**config.mk**
```make
export PLATFORM = sky130hd
export DESIGN_NAME = efc_front_end
export DESIGN_NICKNAME = d
export VERILOG_FILES = /design/src/efc_pkg.sv /design/src/efc_buf2.sv /design/src/efc_front_end.sv
export SDC_FILE = /design/constraint.sdc
export NUM_CORES = 1
export LEC_CHECK = 0
export BUFFER_PORTS_ARGS = -buffer_cell sky130_fd_sc_hd__buf_2
export CAP_MARGIN = 20
export CORE_ASPECT_RATIO = 0.9
export CORE_MARGIN = 8
export CORE_UTILIZATION = 45
export CTS_CLUSTER_DIAMETER = 30
export DETAILED_ROUTE_END_ITERATION = 16
export GPL_TIMING_DRIVEN = 0
export SYNTH_ARGS = -nofsm -noshare
export SYNTH_HDL_FRONTEND = slang
export SYNTH_HIERARCHICAL = 1
export SYNTH_SLANG_ARGS = --single-unit
export TNS_END_PERCENT = 100
```
**constraint.sdc**
```tcl
create_clock -name mclk -period 6.6 [get_ports mclk]
set_input_delay 0.66 -clock mclk [delete_from_list [all_inputs] [get_ports mclk]]
set_output_delay 0.66 -clock mclk [all_outputs]
set_load 0.05 [all_outputs]
```
**src/efc_pkg.sv**
```systemverilog
// package: constants and types for the error converter front end control
`default_nettype none
package efc_pkg;
	localparam int EFC_CODE_W = 9;
	localparam int EFC_RES_W = 9;
	localparam int EFC_SP_MAIN_W = 10;
	localparam int EFC_SP_FRAC_W = 4;
	localparam int EFC_CNT_W = 14;
	localparam int EFC_RAMP_W = 8;
	localparam logic [1:0] EFC_GAIN_1 = 2'h0;
	localparam logic [1:0] EFC_GAIN_8 = 2'h3;
	localparam logic [1:0] EFC_OVS_1X = 2'h0;
	localparam logic [1:0] EFC_SP_FIXED = 2'h0;
	localparam logic [1:0] EFC_SP_SOFT = 2'h1;
	localparam logic [1:0] EFC_SP_OUTER = 2'h2;
	localparam logic [1:0] EFC_SP_SLOPE = 2'h3;
	localparam logic [EFC_RES_W-1:0] EFC_RES_MAX = 9'h0ff;
	localparam logic [EFC_RES_W-1:0] EFC_RES_MIN = 9'h100;
	localparam logic [EFC_SP_MAIN_W+EFC_SP_FRAC_W-1:0] EFC_SP_RST = 14'h0000;
	typedef enum logic [1:0] {
		EFC_IDLE = 2'b00,
		EFC_CONV = 2'b01,
		EFC_SCALE = 2'b10
	} efc_state_t;
endpackage : efc_pkg
`default_nettype wire

```
**src/efc_buf2.sv**
```systemverilog
// two-entry valid/ready buffer for the result stream
`default_nettype none
module efc_buf2
	import efc_pkg::*;
#(
	parameter int W = 9
) (
	input wire logic mclk,
	input wire logic rstn,
	input wire logic ce,
	input wire logic in_valid,
	output logic in_ready,
	input wire logic [W-1:0] in_data,
	output logic out_valid,
	input wire logic out_ready,
	output logic [W-1:0] out_data
);
	initial begin
		if (W < 1) $error("efc_buf2: width must be positive");
	end
	logic [W-1:0] mem_q [2];
	logic [W-1:0] mem_d [2];
	logic wp_q, wp_d, rp_q, rp_d;
	logic [1:0] cnt_q, cnt_d;
	logic push, pop;
	always_comb begin
		push = in_valid && (cnt_q != 2'h2);
		pop = out_ready && (cnt_q != 2'h0);
		mem_d = mem_q;
		wp_d = wp_q;
		rp_d = rp_q;
		if (push) begin
			mem_d[wp_q] = in_data;
			wp_d = ~wp_q;
		end
		if (pop) begin
			rp_d = ~rp_q;
		end
		cnt_d = cnt_q + {1'b0, push} - {1'b0, pop};
	end
	always_ff @(posedge mclk or negedge rstn) begin
		if (!rstn) begin
			mem_q[0] <= '0;
			mem_q[1] <= '0;
			wp_q <= 1'b0;
			rp_q <= 1'b0;
			cnt_q <= 2'h0;
		end else if (ce) begin
			mem_q <= mem_d;
			wp_q <= wp_d;
			rp_q <= rp_d;
			cnt_q <= cnt_d;
		end
	end
	assign in_ready = (cnt_q != 2'h2);
	assign out_valid = (cnt_q != 2'h0);
	assign out_data = mem_q[rp_q];
endmodule : efc_buf2
`default_nettype wire

```
**src/efc_front_end.sv**
```systemverilog
// error converter front end control: trigger, capture, scale, strobe, set-point
// Function
// - result is 9-bit sign-extended two's complement, one lsb per millivolt
// - analog gain, converter and digital gain give 9-bit range, 6-bit resolution
// - one converter step equals 1, 2, 4 or 8 result lsbs by gain range
// - auto range picks finest gain range whose result still fits the range
// - conversions start only on a sample request from the pulse width generator
// - on conversion done, latch 9-bit code and strobe the compensator
// - set-point has 10-bit main plus 4-bit fraction dithered across samples
// - set-point source selectable: fixed, soft-start ramp, outer loop, slope ramp
// - option inverts the sign of the error before the compensator
// - absolute mode adds the current set-point to the measured error
// - slope ramp steps set-point down by programmable step on each conversion start while above the step, reloading each switching cycle
// - sample request when trigger count equals running generator counter
// - oversampling codes 00..11 give 1, 2, 4, 8 evenly spaced samples per period
`default_nettype none
module efc_front_end
	import efc_pkg::*;
#(
	parameter int CNT_W = EFC_CNT_W
) (
	input wire logic mclk,
	input wire logic rstn,
	input wire logic ce,
	input wire logic [CNT_W-1:0] pulse_width_generator_cnt,
	input wire logic [CNT_W-1:0] pulse_width_generator_period,
	input wire logic [CNT_W-1:0] sample_trigger_cnt,
	input wire logic [1:0] oversample_sel,
	input wire logic error_converter_done,
	input wire logic [EFC_CODE_W-1:0] error_converter_code,
	input wire logic [1:0] gain_range_select,
	input wire logic auto_range_en,
	input wire logic invert_en,
	input wire logic absolute_en,
	input wire logic [1:0] sp_source_sel,
	input wire logic [EFC_SP_MAIN_W-1:0] sp_main,
	input wire logic [EFC_SP_FRAC_W-1:0] sp_frac,
	input wire logic [EFC_SP_MAIN_W+EFC_SP_FRAC_W-1:0] sp_outer,
	input wire logic [EFC_RAMP_W-1:0] sp_ramp_step,
	input wire logic sp_ramp_restart,
	output logic error_converter_start,
	output logic [1:0] gain_range_used,
	output logic [EFC_SP_MAIN_W-1:0] sp_dac,
	output logic result_valid,
	input wire logic result_ready,
	output logic [EFC_RES_W-1:0] result_data,
	output logic result_strobe,
	output logic busy
);
	localparam int SPW = EFC_SP_MAIN_W + EFC_SP_FRAC_W;
	initial begin
		if (CNT_W < 4 || CNT_W > 16) $error("efc_front_end: counter width out of range");
	end

	efc_state_t st_q, st_d;
	logic start_q, start_d;
	logic [EFC_CODE_W-1:0] code_q, code_d;
	logic [1:0] gain_q, gain_d;
	logic [EFC_RES_W-1:0] res_q, res_d;
	logic rv_q, rv_d;
	logic strobe_q, strobe_d;
	logic [SPW-1:0] sp_q, sp_d;
	logic [EFC_SP_FRAC_W-1:0] dith_q, dith_d;
	logic [EFC_SP_MAIN_W-1:0] dac_q, dac_d;
	logic [CNT_W-1:0] spacing;
	logic sample_req;
	logic period_end;
	logic in_ready;
	logic bv, bo_valid;
	logic [EFC_RES_W-1:0] bo_data;
	logic bpop;
	logic busy_q, busy_d;
	logic signed [EFC_RES_W+SPW:0] wide;
	logic signed [EFC_RES_W+SPW:0] sum;

	// sample request, evenly spaced oversampling
	always_comb begin
		spacing = pulse_width_generator_period >> oversample_sel;
		sample_req = 1'b0;
		for (int k = 0; k < 8; k++) begin
			if (k < (1 << oversample_sel)) begin
				if (pulse_width_generator_cnt == CNT_W'(sample_trigger_cnt + CNT_W'(k) * spacing)) begin
					sample_req = 1'b1;
				end
			end
		end
		period_end = (pulse_width_generator_cnt == pulse_width_generator_period);
	end

	// scaling of one converter code into a result
	function automatic logic signed [EFC_RES_W+SPW:0] scale(input logic [EFC_CODE_W-1:0] c,
			input logic [1:0] g);
		logic signed [EFC_RES_W+SPW:0] v;
		v = (EFC_RES_W + SPW + 1)'(signed'(c));
		scale = v <<< g;
	endfunction : scale

	function automatic logic fits(input logic signed [EFC_RES_W+SPW:0] v);
		fits = (v <= (EFC_RES_W + SPW + 1)'(signed'(EFC_RES_MAX))) &&
			(v >= (EFC_RES_W + SPW + 1)'(signed'(EFC_RES_MIN)));
	endfunction : fits

	always_comb begin
		st_d = st_q;
		start_d = 1'b0;
		code_d = code_q;
		gain_d = gain_q;
		res_d = res_q;
		rv_d = 1'b0;
		strobe_d = 1'b0;
		wide = '0;
		sum = '0;
		unique case (st_q)
			EFC_IDLE: begin
				if (sample_req && in_ready) begin
					start_d = 1'b1;
					st_d = EFC_CONV;
				end
			end
			EFC_CONV: begin
				if (error_converter_done) begin
					code_d = error_converter_code;
					st_d = EFC_SCALE;
				end
			end
			EFC_SCALE: begin
				wide = scale(code_q, gain_range_select);
				gain_d = gain_range_select;
				if (auto_range_en) begin
					// finest gain whose scaled value fits, else coarsest
					gain_d = EFC_GAIN_8;
					for (int g = 3; g >= 0; g--) begin
						if (fits(scale(code_q, 2'(g)))) begin
							gain_d = 2'(g);
						end
					end
					wide = scale(code_q, gain_d);
				end
				if (invert_en) begin
					wide = -wide;
				end
				sum = wide;
				if (absolute_en) begin
					sum = wide + (EFC_RES_W + SPW + 1)'(sp_q >> EFC_SP_FRAC_W);
				end
				if (sum > (EFC_RES_W + SPW + 1)'(signed'(EFC_RES_MAX))) begin
					res_d = EFC_RES_MAX;
				end else if (sum < (EFC_RES_W + SPW + 1)'(signed'(EFC_RES_MIN))) begin
					res_d = EFC_RES_MIN;
				end else begin
					res_d = sum[EFC_RES_W-1:0];
				end
				rv_d = 1'b1;
				strobe_d = 1'b1;
				st_d = EFC_IDLE;
			end
			default: st_d = EFC_IDLE;
		endcase
		busy_d = (st_d != EFC_IDLE);
	end

	// set-point source and dither
	always_comb begin
		sp_d = sp_q;
		dith_d = dith_q;
		dac_d = dac_q;
		unique case (sp_source_sel)
			EFC_SP_FIXED: sp_d = {sp_main, sp_frac};
			EFC_SP_OUTER: sp_d = sp_outer;
			EFC_SP_SOFT: begin
				if (sp_ramp_restart) begin
					sp_d = EFC_SP_RST;
				end else if (period_end && sp_q < {sp_main, sp_frac}) begin
					sp_d = ({sp_main, sp_frac} - sp_q > SPW'(sp_ramp_step)) ?
						SPW'(sp_q + SPW'(sp_ramp_step)) : {sp_main, sp_frac};
				end
			end
			EFC_SP_SLOPE: begin
				if (sp_ramp_restart || period_end) begin
					sp_d = {sp_main, sp_frac};
				end else if (start_q && sp_q > SPW'(sp_ramp_step)) begin
					sp_d = SPW'(sp_q - SPW'(sp_ramp_step));
				end
			end
		endcase
		if (start_q) begin
			dith_d = EFC_SP_FRAC_W'(dith_q + 1'b1);
			dac_d = sp_q[SPW-1:EFC_SP_FRAC_W] +
				EFC_SP_MAIN_W'(dith_q < sp_q[EFC_SP_FRAC_W-1:0]);
			if (sp_q[SPW-1:EFC_SP_FRAC_W] == {EFC_SP_MAIN_W{1'b1}}) begin
				dac_d = sp_q[SPW-1:EFC_SP_FRAC_W];
			end
		end
	end

	always_ff @(posedge mclk or negedge rstn) begin
		if (!rstn) begin
			st_q <= EFC_IDLE;
			start_q <= 1'b0;
			code_q <= '0;
			gain_q <= EFC_GAIN_1;
			res_q <= '0;
			rv_q <= 1'b0;
			strobe_q <= 1'b0;
			sp_q <= EFC_SP_RST;
			dith_q <= '0;
			dac_q <= '0;
			busy_q <= 1'b0;
		end else if (ce) begin
			st_q <= st_d;
			start_q <= start_d;
			code_q <= code_d;
			gain_q <= gain_d;
			res_q <= res_d;
			rv_q <= rv_d;
			strobe_q <= strobe_d;
			sp_q <= sp_d;
			dith_q <= dith_d;
			dac_q <= dac_d;
			busy_q <= busy_d;
		end
	end

	efc_buf2 #(
		.W(EFC_RES_W)
	) u_buf (
		.mclk(mclk),
		.rstn(rstn),
		.ce(ce),
		.in_valid(rv_q),
		.in_ready(in_ready),
		.in_data(res_q),
		.out_valid(bo_valid),
		.out_ready(bpop),
		.out_data(bo_data)
	);

	// registered stream outputs; data holds until the next word is taken
	logic ov_q, ov_d;
	logic [EFC_RES_W-1:0] od_q, od_d;
	logic ostb_q, ostb_d;
	always_comb begin
		bv = bo_valid;
		bpop = bv && (!ov_q || result_ready);
		ov_d = ov_q;
		od_d = od_q;
		ostb_d = 1'b0;
		if (ov_q && result_ready) begin
			ov_d = 1'b0;
		end
		if (bpop) begin
			ov_d = 1'b1;
			od_d = bo_data;
			ostb_d = 1'b1;
		end
	end
	always_ff @(posedge mclk or negedge rstn) begin
		if (!rstn) begin
			ov_q <= 1'b0;
			od_q <= '0;
			ostb_q <= 1'b0;
		end else if (ce) begin
			ov_q <= ov_d;
			od_q <= od_d;
			ostb_q <= ostb_d;
		end
	end

	assign error_converter_start = start_q;
	assign gain_range_used = gain_q;
	assign sp_dac = dac_q;
	assign result_valid = ov_q;
	assign result_data = od_q;
	assign result_strobe = ostb_q;
	assign busy = busy_q;
endmodule : efc_front_end
`default_nettype wire

```
Yosys cells after proc, flatten, opt, wreduce, memory -nomap -nowiden
Cells that the tools add are included.

Magnitude comparators: 23. Multiply operators: 4. Mux-type cells: 52. Reductions and logical operators: 27. Bitwise logic cells: 4. Shift-type cells: 4. Equality and inequality tests: 18. $add $sub $neg: 16.

Operator list (number): 2-to-1 mux 24 bit (6); < comparator 4 x 32 -> 1 bit, first input constant (4); equality test 14 bit (9); adder 14 bit (7); 2-to-1 mux 14 bit (5); < comparator 3 x 32 -> 1 bit, first input constant (2); case mux 14 bit (4 select lines) (1); 2-to-1 mux 9 bit (6); <<< shifter 9 x 2 -> 24 bit (2); < comparator 1 x 32 -> 1 bit, first input constant (1); < comparator 2 x 32 -> 1 bit, first input constant (1); left shift 1 x 2 -> 32 bit, first input constant (1); greater-than comparator 14 x 8 -> 1 bit (2); multiplier 3 x 14 -> 14 bit, first input constant (2); adder 24 x 10 -> 24 bit (1); greater-than comparator 24 x 9 -> 1 bit, second input constant (1); < comparator 24 x 9 -> 1 bit, second input constant (1); negator 24 bit (1); 2-to-1 mux 1 bit (23); bitwise mux 18 bit (1); adder 14 x 8 -> 14 bit (1); < comparator 14 bit (1); multiplier 2 x 14 -> 13 bit, first input constant (1); multiplier 2 x 14 -> 14 bit, first input constant (1); other kinds (34) (67).

Input port bits: 102. Word-level logic and storage cells: 166. Register bits after elaboration: 86.

Longest topological paths before layout
Gate-level depths: netlist of the first run.

Word-level depth: 21. Mapped depth: 29. Depth with buffers taken out: 26.

Cells and area by module
Netlist of the first run, hierarchy kept.

Modules (own cells, without submodules): efc_front_end (cells each 1712, area an instance 13704.4 um^2, sequential area each 1601.5 um^2, times used 1); efc_buf2 (cells each 68, area an instance 1046.0 um^2, sequential area each 550.5 um^2, times used 1).

Worst setup path before layout of the first run
OpenSTA, ideal clock, no wires.

Path kind: input port to flip-flop. From: in oversample_sel[0]. To: reg busy_q, in the netlist busy. Path buffers: 2. Library setup time: 134 ps. Slack: 664 ps. Data arrival time: 5803 ps. Stages: 24. Cells stage by stage: clkbuf_1 buf_1 mux2i_1 a21oi_1 ha_1 nor2b_1 o21ai_0 nand2b_1 a21o_1 a21o_1 a21o_1 a21o_1 a21o_1 a21oi_1 xnor2_1 ha_1 and3_1 a2111oi_0 o211ai_1 xnor2_1 nand4b_1 a41oi_1 nor3_1 o22ai_1.

Word-level cells in the longest chain between the ends: 21. Elaborated cells between the ends (all ways): 47. Classes of those cells: add/sub: 7; mul: 4; order compare: 8; eq/ne: 7; shift: 2; mux: 17; reduce/logical: 2.

Ends and longest elaborated chain: from (decl) (RTL line efc_front_end.sv:28) `input wire logic [1:0] oversample_sel,`; branches (longest 16 deep; another with multiplier 2 x 14 -> 14 bit); 2-to-1 mux 1 bit (*) (RTL line efc_front_end.sv:81) `if (k < (1 << oversample_sel)) begin`; logical AND 1 bit (*) (RTL line efc_front_end.sv:115) `if (sample_req && in_ready) begin`; 2-to-1 mux 2 bit (*) (RTL line efc_front_end.sv:115); case mux 2 bit (2 select lines) (*) (RTL line efc_front_end.sv:113) `unique case (st_q)`; nonzero test 2 bit (*) (RTL line efc_front_end.sv:159) `busy_d = (st_d != EFC_IDLE);`; to (signal assigned) (RTL line efc_front_end.sv:220) `busy_q <= busy_d;`; to (decl) (RTL line efc_front_end.sv:72) `logic busy_q, busy_d;`.

Mark *: on every way between the ends. A chain may end at the register's enable or synchronous reset.

Final worst setup path of the first run
Same ends and word-level chain as after synthesis.

==> flow_metrics.tcl, run 1 <==
set metrics [dict create \
    outcome "completed" \
    period_needed_ns 6.25 \
    initial_utilization_pct 45.2 \
    worst-endpoint-required_ns 6.82 \
    reg2reg_from "code_q[2]$_DFFE_PN0P_" \
    netlist_area_mm2 0.0148 \
    setup-violations-final 0 \
    number_of_global_route_vias_before_repair 13200 \
    seq_area_frac_synth_pct 14.6 \
    timing.max_cap.violations 0 \
    detail_route.drc_violations 0 \
    layout_commonest_cell "sky130_fd_sc_hd__xnor2_1" \
    crit_path_category "primary input to flip-flop" \
    diodes_inserted 0 \
    worstSetupStartpoint "oversample_sel[0]" \
    core.rowCount 63 \
    highest_cell_delay_on_the_worst_timing_path_ns 0.51 \
    die_area_mm2 0.0388 \
    detail-route-antenna-nets 0 \
    worst_pin_slew_ns 1.14 \
    place.gp.congestion 0.915 \
    synthCells 1780 \
    final_cell_mix "sky130_fd_sc_hd__xnor2_1 (179), sky130_fd_sc_hd__ha_1 (165), sky130_fd_sc_hd__inv_1 (128)" \
    worst_ep_arrival_time_ns 6.47 \
    overflow 0 \
    viasPerCell 5.79 \
    finalHoldViolations 0 \
    synth.ff_latch_count 86 \
    dp_hpwl_um 36100 \
    cts.clk_slew.worst_paths_ns 0.07 \
    clock-sinks 86 \
    synth-warning-count 6 \
    f_max_mhz 160 \
    grt_pass1_wl_um 69300 \
    relSlewSlack_pct 23.3 \
    floorplan.die.width_um 207 \
    setup.worst_path.start_class "primary input" \
    min-delay-path-class "primary input to async pin" \
    io-pin-count 127 \
    cpMostUsedCell "sky130_fd_sc_hd__a21o_1" \
    htree_levels 3 \
    synth-async-reset-ratio_pct 100 \
    postSynthNetCount 2104 \
    rsz0062_at_grt "no" \
    detailroute.via_count 13600 \
    drt_first_pass_iters 5 \
    insertion_delay_ns 0.35 \
    ys_dominant_reg_cell "sky130_fd_sc_hd__dfrtp_1" \
    worstPathMaxFanout 13 \
    worst_clock_skew_ns 0.00830 \
    vdd.ir_drop.worst_uv 135 \
    clock_tree_root_driver_cell "sky130_fd_sc_hd__clkbuf_16" \
    syn_to_final_growth_pct 11.6 \
    cts_tree "yes" \
    worst_setup_path_end_kind "flip-flop" \
    totalWireLength_um 43600 \
    die-height_um 188 \
    buf_inv_on_cp 4 \
    per_instance_average_area_after_synthesis_um2 8.29 \
    cellLeakagePower_nw 7.47 \
    final_layout_size_suffix_gt1_share_pct 13.6 \
    core_area_mm2 0.0326 \
    library_cells_used_by_synthesis 86 \
    power.total_mw 4.01 \
    clockBufferDepth 2 \
    holdBufCountCts 0 \
    largest_net_degree_at_the_start_of_global_routing 45 \
    setup_tns_ns 0 \
    synth_edf_count 0 \
    layout_worst_path_cycle_share_pct 94.6 \
    finish.net_count 2249 \
    maxSlewViolCount 0 \
    post_drt_wl_per_cell_um 18.5 \
    port-buffer-count 115 \
    cts_made_buffers 9 \
    crit_family "compound AO/OA/AOI/OAI gates" \
    crit_slowest_cell "sky130_fd_sc_hd__a2111oi_0" \
    filler_cell_count 3249 \
    antenna_found_initial 0 \
    initialDrtViolationCount 929 \
    grt_use_total_pct 22.0 \
    ratio_of_total_power_to_cell_area_mw_per_mm2 244 \
]
## layer usage
layer | GRT usage [%] | vias up | part of all wire [%]
met5 | 0 | - | 0
met1 | 33.3 | 6535 | 50
met4 | 3.32 | 0 | 1.2
met2 | 33.6 | 364 | 44
li1 | - | 6683 | -
met3 | 2.62 | 29 | 5.4
## synthesized netlist by cell type, types with 14 or more instances
library cell | count | area, um^2
sky130_fd_sc_hd__a211oi_1 | 20 | 150
sky130_fd_sc_hd__a21o_1 | 38 | 285
sky130_fd_sc_hd__a21oi_1 | 105 | 526
sky130_fd_sc_hd__a31oi_1 | 20 | 125
sky130_fd_sc_hd__clkbuf_1 | 47 | 176
sky130_fd_sc_hd__dfrtp_1 | 86 | 2150
sky130_fd_sc_hd__fa_1 | 56 | 1120
sky130_fd_sc_hd__ha_1 | 166 | 2080
sky130_fd_sc_hd__inv_1 | 129 | 484
sky130_fd_sc_hd__mux2_2 | 40 | 450
sky130_fd_sc_hd__mux2i_1 | 35 | 350
sky130_fd_sc_hd__nand2_1 | 107 | 402
sky130_fd_sc_hd__nand2b_1 | 24 | 150
sky130_fd_sc_hd__nand3_1 | 35 | 175
sky130_fd_sc_hd__nand4_1 | 30 | 188
sky130_fd_sc_hd__nor2_1 | 112 | 420
sky130_fd_sc_hd__nor2b_1 | 31 | 194
sky130_fd_sc_hd__nor3_1 | 55 | 275
sky130_fd_sc_hd__nor4_1 | 21 | 131
sky130_fd_sc_hd__o211ai_1 | 22 | 165
sky130_fd_sc_hd__o21a_1 | 23 | 173
sky130_fd_sc_hd__o21ai_0 | 96 | 480
sky130_fd_sc_hd__o31ai_1 | 14 | 105
sky130_fd_sc_hd__or3_1 | 18 | 113
sky130_fd_sc_hd__xnor2_1 | 179 | 1570
sky130_fd_sc_hd__xor2_1 | 67 | 587
## timing repair
| item | CTS | global route |
|---|---|---|
| gates resized for setup | 6 | 12 |
| setup endpoints to repair | 11 | 11 |
| endpoints found under the hold margin | 0 | 0 |
| pin swaps | 0 | 4 |
| setup buffers | 0 | 13 |
## registers in the layout, indices dropped and copies added (netlist names), 4 cells and up
register,flops
code_q,9
dith_q,4
res_q,9
result_data,9
sp_dac,10
sp_q,14
u_buf/mem_q,18
## worst reg2reg max path: stages (launching register included)
cell                        delay [ns]
sky130_fd_sc_hd__dfrtp_1          0.34
sky130_fd_sc_hd__buf_4            0.17
sky130_fd_sc_hd__nand4_1          0.23
sky130_fd_sc_hd__nor2_2           0.20
sky130_fd_sc_hd__ha_1             0.26
sky130_fd_sc_hd__buf_6            0.14
sky130_fd_sc_hd__nand2_1          0.09
sky130_fd_sc_hd__a211oi_1         0.08
sky130_fd_sc_hd__or3_1            0.37
sky130_fd_sc_hd__buf_2            0.19
sky130_fd_sc_hd__a2111oi_4        0.41
sky130_fd_sc_hd__nand2b_1         0.18
sky130_fd_sc_hd__ha_1             0.19
sky130_fd_sc_hd__inv_1            0.08
sky130_fd_sc_hd__a2111o_1         0.33
sky130_fd_sc_hd__o41ai_2          0.27
sky130_fd_sc_hd__xnor2_1          0.20
sky130_fd_sc_hd__ha_1             0.27
sky130_fd_sc_hd__or3_1            0.32
sky130_fd_sc_hd__a311o_1          0.32
sky130_fd_sc_hd__and3_1           0.19
sky130_fd_sc_hd__nor4_1           0.22
sky130_fd_sc_hd__a31oi_1          0.09
sky130_fd_sc_hd__o211a_1          0.24
sky130_fd_sc_hd__a2bb2oi_1        0.14
sky130_fd_sc_hd__or2_0            0.19
sky130_fd_sc_hd__buf_2            0.16
sky130_fd_sc_hd__o311ai_1         0.27
## layout make-up
class	count	area [um^2]	share of cell area, %
Tap cell	422	528	3.21
Inverter	132	495	3.01
Timing Repair Buffer	135	779	4.74
Buffer	67	323	1.96
Clock inverter	6	70.1	0.426
Clock buffer	10	229	1.39
Sequential cell	86	2150	13.1
Multi-Input combinational cell	1494	11900	72.2
## kinds of logic after synthesis
group           Yosys count  share of synthesized area [%]
xor+xnor                247                           14.7
fa+ha+maj               222                           21.7
flops                    86                           14.6
compound gates          439                           19.7
mux                      86                           6.60
simple gates            500                           17.2
buf+inv                 200                           5.55
## through the flow
step	std cells	setup slack [ns]	instance area, um^2	hold WS, ns	util, %
floorplan	1780	0.664	14800	0.364	-
global placement	2317	-0.845	15900	0.452	48.6
detailed placement	2324	-0.624	16000	0.457	49.0
CTS	2340	0.00127	16300	0.311	50.0
global route	2352	0.00901	16500	0.331	50.4
finish	2352	0.353	16500	0.296	50.4
## worst paths after layout
| kind | end | slack [ns] | depth (start not counted) |
|---|---|---|---|
| max in group asynchronous | code_q[6]$_DFFE_PN0P_ | 5.67 | 2 |
| min reg2reg | sp_dac[1]$_DFFE_PN0P_ | 0.47 | 2 |
| min | result_valid$_DFFE_PN0P_ | 0.30 | 1 |
| min in group mclk | sp_dac[1]$_DFFE_PN0P_ | 0.47 | 2 |
| max | busy$_DFFE_PN0P_ | 0.35 | 27 |
| max reg2reg | res_q[4]$_DFFE_PN0P_ | 0.36 | 27 |
## power by group
part / leakage (nW) / internal, mW / total (mW) / switching (mW)
Combinational: 6.18 / 1.25 / 2.82 / 1.57
Clock: 0.141 / 0.297 / 0.516 / 0.220
Sequential: 1.14 / 0.601 / 0.679 / 0.0780
Total: 7.47 / 2.14 / 4.01 / 1.87
Power figures use the tool's default switching activity.
==> run 2, diff against run 1 <==
- CORE_ASPECT_RATIO: 0.9 -> default
- SYNTH_HIERARCHICAL: 1 -> default
==> run 2 against run 1 <==
Net effect:
- cell count shrank 3.2%
- area after synthesis is 2.9% lower
- synthesized cell count is 2.8% lower
- sequential share of layout area up 0.43 points
- clock-buffer cell count fell by 1
==> flow_metrics.tcl, run 2 <==
set metrics [dict create \
    path_depth 26 \
    seq_area_frac_synth_pct 15.0 \
    synth-async-reset-ratio_pct 100 \
    setup.worst_path.start_class "primary input" \
    insertion_delay_ns 0.36 \
    detailroute.via_count 13100 \
    relSlewSlack_pct 27.9 \
    synth-warning-count 0 \
    dp_hpwl_um 34500 \
    grt_most_used_layer "met2" \
    gr-usage-met2_pct 37.0 \
    htree_levels 3 \
    synth.top_cells.by_area "sky130_fd_sc_hd__dfrtp_1 (15%), sky130_fd_sc_hd__ha_1 (14%), sky130_fd_sc_hd__xnor2_1 (12%), sky130_fd_sc_hd__fa_1 (7.8%), sky130_fd_sc_hd__a21oi_1 (4.0%)" \
    holdBufCountCts 0 \
    worst_ep_arrival_time_ns 6.39 \
    worst_setup_path_end_kind "flip-flop" \
    finish.net_count 2193 \
    setup-violations-final 0 \
    ys_dominant_reg_cell "sky130_fd_sc_hd__dfrtp_1" \
    ratio_of_total_power_to_cell_area_mw_per_mm2 250 \
    io-pin-count 127 \
    filler_cell_count 3080 \
    number_of_global_route_vias_before_repair 13000 \
    yosysTopAreaCell "sky130_fd_sc_hd__dfrtp_1" \
    finalHoldViolations 0 \
    worst-r2r-setup-slack_ns 0.54 \
    per_instance_average_area_after_synthesis_um2 8.28 \
    grt_use_total_pct 22.4 \
    die_area_mm2 0.0378 \
    crit_family "compound AO/OA/AOI/OAI gates" \
    grt_use_met1_pct 31.3 \
    post_drt_wl_per_cell_um 18.7 \
    initialDrtViolationCount 1068 \
    layout_commonest_cell "sky130_fd_sc_hd__xnor2_1" \
    buf_inv_on_cp 4 \
    viasPerCell 5.75 \
    cts_tree "yes" \
    globalRouteMet3Util_pct 2.73 \
    layout_setup_ws_ns 0.471 \
    library_cells_used_by_synthesis 81 \
    core_area_mm2 0.0315 \
    vdd.ir_drop.worst_uv 148 \
    worstSetupStartpoint "oversample_sel[1]" \
    r2r_end "res_q[3]$_DFFE_PN0P_" \
    f_max_mhz 163 \
    clock-sinks 86 \
    drt_first_pass_iters 5 \
    cts.clk_slew.worst_paths_ns 0.08 \
    regMostFlops "u_buf.mem_q" \
    worst-endpoint-required_ns 6.86 \
    diodes_inserted 0 \
    rsz0062_at_grt "no" \
    post_synth_most_frequent_cells "sky130_fd_sc_hd__xnor2_1 (194), sky130_fd_sc_hd__ha_1 (166), sky130_fd_sc_hd__inv_1 (132)" \
    largest_net_degree_at_the_start_of_global_routing 54 \
    detail-route-antenna-nets 0 \
    timing.max_cap.violations 0 \
    power.total_mw 3.98 \
    initial_utilization_pct 45.5 \
    maxSlewViolCount 0 \
    postSynthNetCount 2055 \
    outcome "completed" \
    final_layout_size_suffix_gt1_share_pct 12.4 \
    netlist_area_mm2 0.0143 \
    worst_pin_slew_ns 1.07 \
    multi_input_area_mm2 0.0115 \
    cpMostUsedCell "sky130_fd_sc_hd__a21o_1" \
    ff2ff_path_depth 22 \
    clock_tree_root_driver_cell "sky130_fd_sc_hd__clkbuf_16" \
    synth_edf_count 0 \
    core.rowCount 65 \
    worst_clock_skew_ns 0.0139 \
    detail_route.drc_violations 0 \
    crit_slowest_cell "sky130_fd_sc_hd__nor4_2" \
    totalWireLength_um 42600 \
    synth_top_area_share_pct 15.0 \
    min-delay-path-class "primary input to async pin" \
    die-height_um 194 \
    place.gp.congestion 0.923 \
    cellLeakagePower_nw 7.26 \
    reg2reg_from "code_q[8]$_DFFE_PN0P_" \
    seqCellArea_mm2 0.00215 \
    endpoint "st_q[0]$_DFFE_PN0P_" \
    minimum_setup_slack_after_placement_ns -0.828 \
    synthCells 1731 \
    worstPathMaxFanout 10 \
    final_cell_mix "sky130_fd_sc_hd__xnor2_1 (193), sky130_fd_sc_hd__ha_1 (166), sky130_fd_sc_hd__inv_1 (130)" \
    library_cell_with_the_highest_instance_count_after_synthesis "sky130_fd_sc_hd__xnor2_1" \
    synth.ff_latch_count 86 \
    cts_made_buffers 9 \
    port-buffer-count 115 \
    layout_worst_path_cycle_share_pct 92.9 \
    floorplan.die.width_um 194 \
    syn_to_final_growth_pct 11.1 \
    setup_tns_ns 0 \
    antenna_found_initial 0 \
    clockBufferDepth 2 \
    highest_cell_delay_on_the_worst_timing_path_ns 0.53 \
    crit_path_category "primary input to flip-flop" \
    period_needed_ns 6.13 \
    overflow 0 \
    grt_pass1_wl_um 69900 \
    largest_reg_flops 18 \
]
run 2: changes by cell type after synthesis, moves of 10 or more:
cell,delta
sky130_fd_sc_hd__mux2_4,-10
sky130_fd_sc_hd__xnor2_1,+15
sky130_fd_sc_hd__a31oi_1,-10
sky130_fd_sc_hd__a21o_1,+14
sky130_fd_sc_hd__nor3_1,-13
sky130_fd_sc_hd__o21ai_0,+16
run 2: stage by stage:
step,instance area (um^2),instances,util [%],hold slack [ns]
final,15900,2276,50.6,0.251
after detailed placement,15600,2258,49.4,0.459
after floorplan,14300,1731,-,0.364
after global placement,15400,2248,48.9,0.453
after global routing,15900,2276,50.6,0.284
after CTS,15900,2274,50.4,0.266
run 2: layout make-up:
type                    instances  share of cell area [%]
clock inverters                 7                   0.472
well taps                     402                    3.16
plain buffers                  63                    1.74
multi-input cells            1448                    72.0
inverters                     134                    3.18
clock buffers                   9                    1.41
repair buffers                127                    4.54
flip-flops and latches         86                    13.5
run 2: worst min-delay path by stage:
stage	from	endpoint	slack [ns]	depth (start not counted)
after floorplan	rstn	busy$_DFFE_PN0P_	0.36	0
after global placement	sp_dac[1]$_DFFE_PN0P_	sp_dac[1]$_DFFE_PN0P_	0.45	2
after detailed placement	sp_dac[1]$_DFFE_PN0P_	sp_dac[1]$_DFFE_PN0P_	0.46	2
after CTS	rstn	u_buf.mem_q[9]$_DFFE_PN0P_	0.27	1
after global routing	rstn	u_buf.mem_q[9]$_DFFE_PN0P_	0.28	1
final	rstn	u_buf.mem_q[9]$_DFFE_PN0P_	0.25	1
run 2: cells by family after synthesis:
kind of cell / after synthesis / synth area share [%]
AO/OA/AOI/OAI: 458 / 20.9
AND/OR/NAND/NOR: 437 / 15.0
XOR/XNOR: 260 / 16.0
adder cells (fa/ha/maj): 222 / 22.3
buffers and inverters: 197 / 5.41
flip-flops: 86 / 15.0
multiplexers: 71 / 5.41
run 2: layer usage:
metal  routed length, um  up-vias
li1                    -     6403
met1               20200     6313
met2               19700      320
met3                1990       40
met4                 722        0
met5                   0        -
run 2: worst reg2reg max path, stage by stage, from the launching register on:
cell	delay [ns]
sky130_fd_sc_hd__dfrtp_1	0.38
sky130_fd_sc_hd__clkbuf_2	0.25
sky130_fd_sc_hd__inv_1	0.20
sky130_fd_sc_hd__ha_1	0.46
sky130_fd_sc_hd__or3b_1	0.15
sky130_fd_sc_hd__a21oi_1	0.09
sky130_fd_sc_hd__nor2_1	0.30
sky130_fd_sc_hd__clkbuf_1	0.44
sky130_fd_sc_hd__nand3_1	0.21
sky130_fd_sc_hd__ha_1	0.29
sky130_fd_sc_hd__nand2b_1	0.17
sky130_fd_sc_hd__xnor2_1	0.28
sky130_fd_sc_hd__ha_1	0.32
sky130_fd_sc_hd__a21oi_1	0.22
sky130_fd_sc_hd__o21ai_0	0.21
sky130_fd_sc_hd__or3_1	0.40
sky130_fd_sc_hd__a41oi_1	0.33
sky130_fd_sc_hd__nor2b_1	0.09
sky130_fd_sc_hd__o211ai_1	0.31
sky130_fd_sc_hd__o31ai_1	0.12
sky130_fd_sc_hd__a211oi_1	0.34
sky130_fd_sc_hd__a21oi_4	0.11
sky130_fd_sc_hd__a311oi_1	0.28
run 2: timing repair:
action                                  4_1_cts  5_1_grt
endpoints found under the setup margin        3       11
gates resized for setup                       4        8
buffers inserted                              0        2
run 2: power by group:
group          total (mW)  switching [mW]  internal (mW)
Sequential          0.692          0.0788          0.613
Clock               0.531           0.261          0.270
Combinational        2.76            1.55           1.21
==> run 3, diff against run 2 <==
- CORE_UTILIZATION: 45 -> 63
- PLACE_DENSITY: default -> 0.84
==> run 3 against run 2 <==
Net effect:
- die area shrank 26%
- cell count is 5.3% lower
- flip-flop and latch count stayed put
- hold slack got worse by 0.084 ns
- critical path depth is 3 lower
- register-to-register slack worse by 0.099 ns
- worst setup slack got worse by 0.030 ns
- power is 0.44% higher
- clock skew hardly changed
- first-iteration DRC count shrank 1.1%
- global-route usage up 6.7 points
- non-clock buffer count down 3
- largest power group unchanged
==> flow_metrics.tcl, run 3 (synthesis results as in run 2) <==
set metrics [dict create \
    power_switching_share_pct 47.8 \
    p_sw_mw 1.91 \
    overflow 0 \
    relSlewSlack_pct 29.1 \
    core.rowCount 55 \
    ratio_of_total_power_to_cell_area_mw_per_mm2 255 \
    post_drt_wl_per_cell_um 19.2 \
    finish.net_count 2190 \
    viasPerCell 6.30 \
    totalWireLength_um 41400 \
    series_of_cell_instances_along_the_critical_path "clkbuf_2, inv_1, ha_1, nor2b_1, o211a_1, or3_1, buf_2, buf_6, nand3_1, ha_1, nand2b_1, xnor2_1, ha_1, nor2b_1, o21ai_0, a21oi_1, or4_1, o21ai_0, o21ai_0, or2_2, a211o_1, a21oi_4, a311oi_1" \
    diodes_inserted 0 \
    detail_route.drc_violations 0 \
    crit_slowest_cell "sky130_fd_sc_hd__ha_1" \
    f_max_mhz 162 \
    setup-violations-final 0 \
    syn_to_final_growth_pct 9.59 \
    highest_cell_delay_on_the_worst_timing_path_ns 0.44 \
    cellLeakagePower_nw 7.24 \
    finish.cell_count_without_fillers 2156 \
    pwr-share-comb_pct 69.8 \
    grt_use_total_pct 29.1 \
    rsz0062_at_grt "no" \
    layout.cell_area.non_filler_mm2 0.0157 \
    initialDrtViolationCount 1056 \
    cts_made_buffers 9 \
    detailroute.via_count 13600 \
    grt_pass1_wl_um 67200 \
    worst-endpoint-required_ns 6.81 \
    filler_cell_count 1817 \
    outcome "completed" \
    regMostFlops "u_buf.mem_q" \
    worst_setup_path_end_kind "flip-flop" \
    setup.worst_path.start_class "flip-flop" \
    minimum_setup_slack_after_placement_ns -0.487 \
    period_needed_ns 6.16 \
    final_layout_size_suffix_gt1_share_pct 12.0 \
    pwr-share-seq_pct 17.2 \
    power.total_mw 4.00 \
    layout_worst_path_cycle_share_pct 93.3 \
    floorplan.die.width_um 167 \
    dp_hpwl_um 33300 \
    drt_first_pass_iters 5 \
    timing.max_cap.violations 0 \
    layout_setup_ws_ns 0.441 \
    maxSlewViolCount 0 \
    place.gp.congestion 0.948 \
    largest_net_degree_at_the_start_of_global_routing 74 \
    placed_cell_area_mm2 0.0154 \
    worst_ep_arrival_time_ns 6.37 \
    clock-sinks 86 \
    layout_commonest_cell "sky130_fd_sc_hd__xnor2_1" \
    holdBufCountCts 0 \
    finalHoldViolations 0 \
    p_int_mw 2.09 \
    placed_cells 2139 \
    worstPathMaxFanout 10 \
    io-pin-count 127 \
    worst-r2r-setup-slack_ns 0.44 \
    clockBufferDepth 2 \
    core_area_mm2 0.0225 \
    fin_worst_hold_slack_ns 0.167 \
    initial_utilization_pct 63.7 \
    cts.clk_slew.worst_paths_ns 0.08 \
    htree_levels 3 \
    die_area_mm2 0.0278 \
    worst_pin_slew_ns 1.06 \
    largest_reg_flops 18 \
    clock_tree_root_driver_cell "sky130_fd_sc_hd__clkbuf_16" \
    port-buffer-count 115 \
    min-delay-path-class "primary input to async pin" \
    vdd.ir_drop.worst_uv 155 \
    detail-route-antenna-nets 0 \
    clock_power_share_pct 12.9 \
    number_of_global_route_vias_before_repair 13800 \
    cts_tree "yes" \
    setup_tns_ns 0 \
    crit_path_category "flip-flop to flip-flop" \
    worst_clock_skew_ns 0.0144 \
    insertion_delay_ns 0.36 \
    die-height_um 167 \
    final_cell_mix "sky130_fd_sc_hd__xnor2_1 (194), sky130_fd_sc_hd__ha_1 (166), sky130_fd_sc_hd__inv_1 (130)" \
    antenna_found_initial 0 \
    final_util_pct 69.8 \
]
-- run 3: changes by cell type in the layout (fill, tap and decap cells not counted), sizes merged --
cell	delta
clkinv	+3
clkinvlp	-1
buf	-3
inv	-2
-- run 3: critical path: cells and delay by family, from the launching register on --
| kind | cells | cell delay [ns] |
|---|---|---|
| flops | 1 | 0.38 |
| buf+inv | 4 | 0.79 |
| xor+xnor | 1 | 0.31 |
| simple gates | 7 | 1.61 |
| compound gates | 8 | 1.85 |
| fa+ha+maj | 3 | 1.07 |
-- run 3: layout make-up --
cell class / count / area [um^2] / area share, %
Buffer: 62 / 274 / 1.75
Clock buffer: 9 / 225 / 1.43
Sequential cell: 86 / 2150 / 13.7
Multi-Input combinational cell: 1448 / 11400 / 72.7
Tap cell: 285 / 357 / 2.27
Inverter: 134 / 507 / 3.23
Timing Repair Buffer: 125 / 688 / 4.38
Clock inverter: 7 / 76.3 / 0.486
-- run 3: path summary, 6_finish.rpt --
| check | startpoint | to | depth (start not counted) |
|---|---|---|---|
| max | code_q[8]$_DFFE_PN0P_ | res_q[4]$_DFFE_PN0P_ | 23 |
| min | rstn | sp_q[3]$_DFFE_PN0P_ | 1 |
| max reg2reg | code_q[8]$_DFFE_PN0P_ | res_q[4]$_DFFE_PN0P_ | 23 |
| min reg2reg | result_data[4]$_DFFE_PN0P_ | result_data[4]$_DFFE_PN0P_ | 2 |
| max in group asynchronous | rstn | st_q[1]$_DFFE_PN0P_ | 2 |
| min in group mclk | result_data[4]$_DFFE_PN0P_ | result_data[4]$_DFFE_PN0P_ | 2 |
-- run 3: repair_timing --
action | 4_1_cts | 5_1_grt
gates resized for setup | 1 | 11
setup buffers | 0 | 2
endpoints found under the setup margin | 3 | 11
-- run 3: power by group through the flow --
stage / Clock, mW / Combinational (mW) / Sequential, mW
global placement: 0 / 2.64 / 0.692
global route: 0.542 / 3.07 / 0.701
CTS: 0.520 / 2.76 / 0.689
detailed placement: 0 / 2.74 / 0.699
finish: 0.517 / 2.79 / 0.690
floorplan: 0 / 2.05 / 0.789
-- run 3: routing by layer --
| layer | wire [um] | up-vias | track usage [%] |
|---|---|---|---|
| met5 | 0 | - | 0 |
| met4 | 2300 | 0 | 15.9 |
| met3 | 2620 | 171 | 4.49 |
| met2 | 19500 | 566 | 50.0 |
| met1 | 17000 | 6442 | 34.6 |
| li1 | - | 6404 | - |
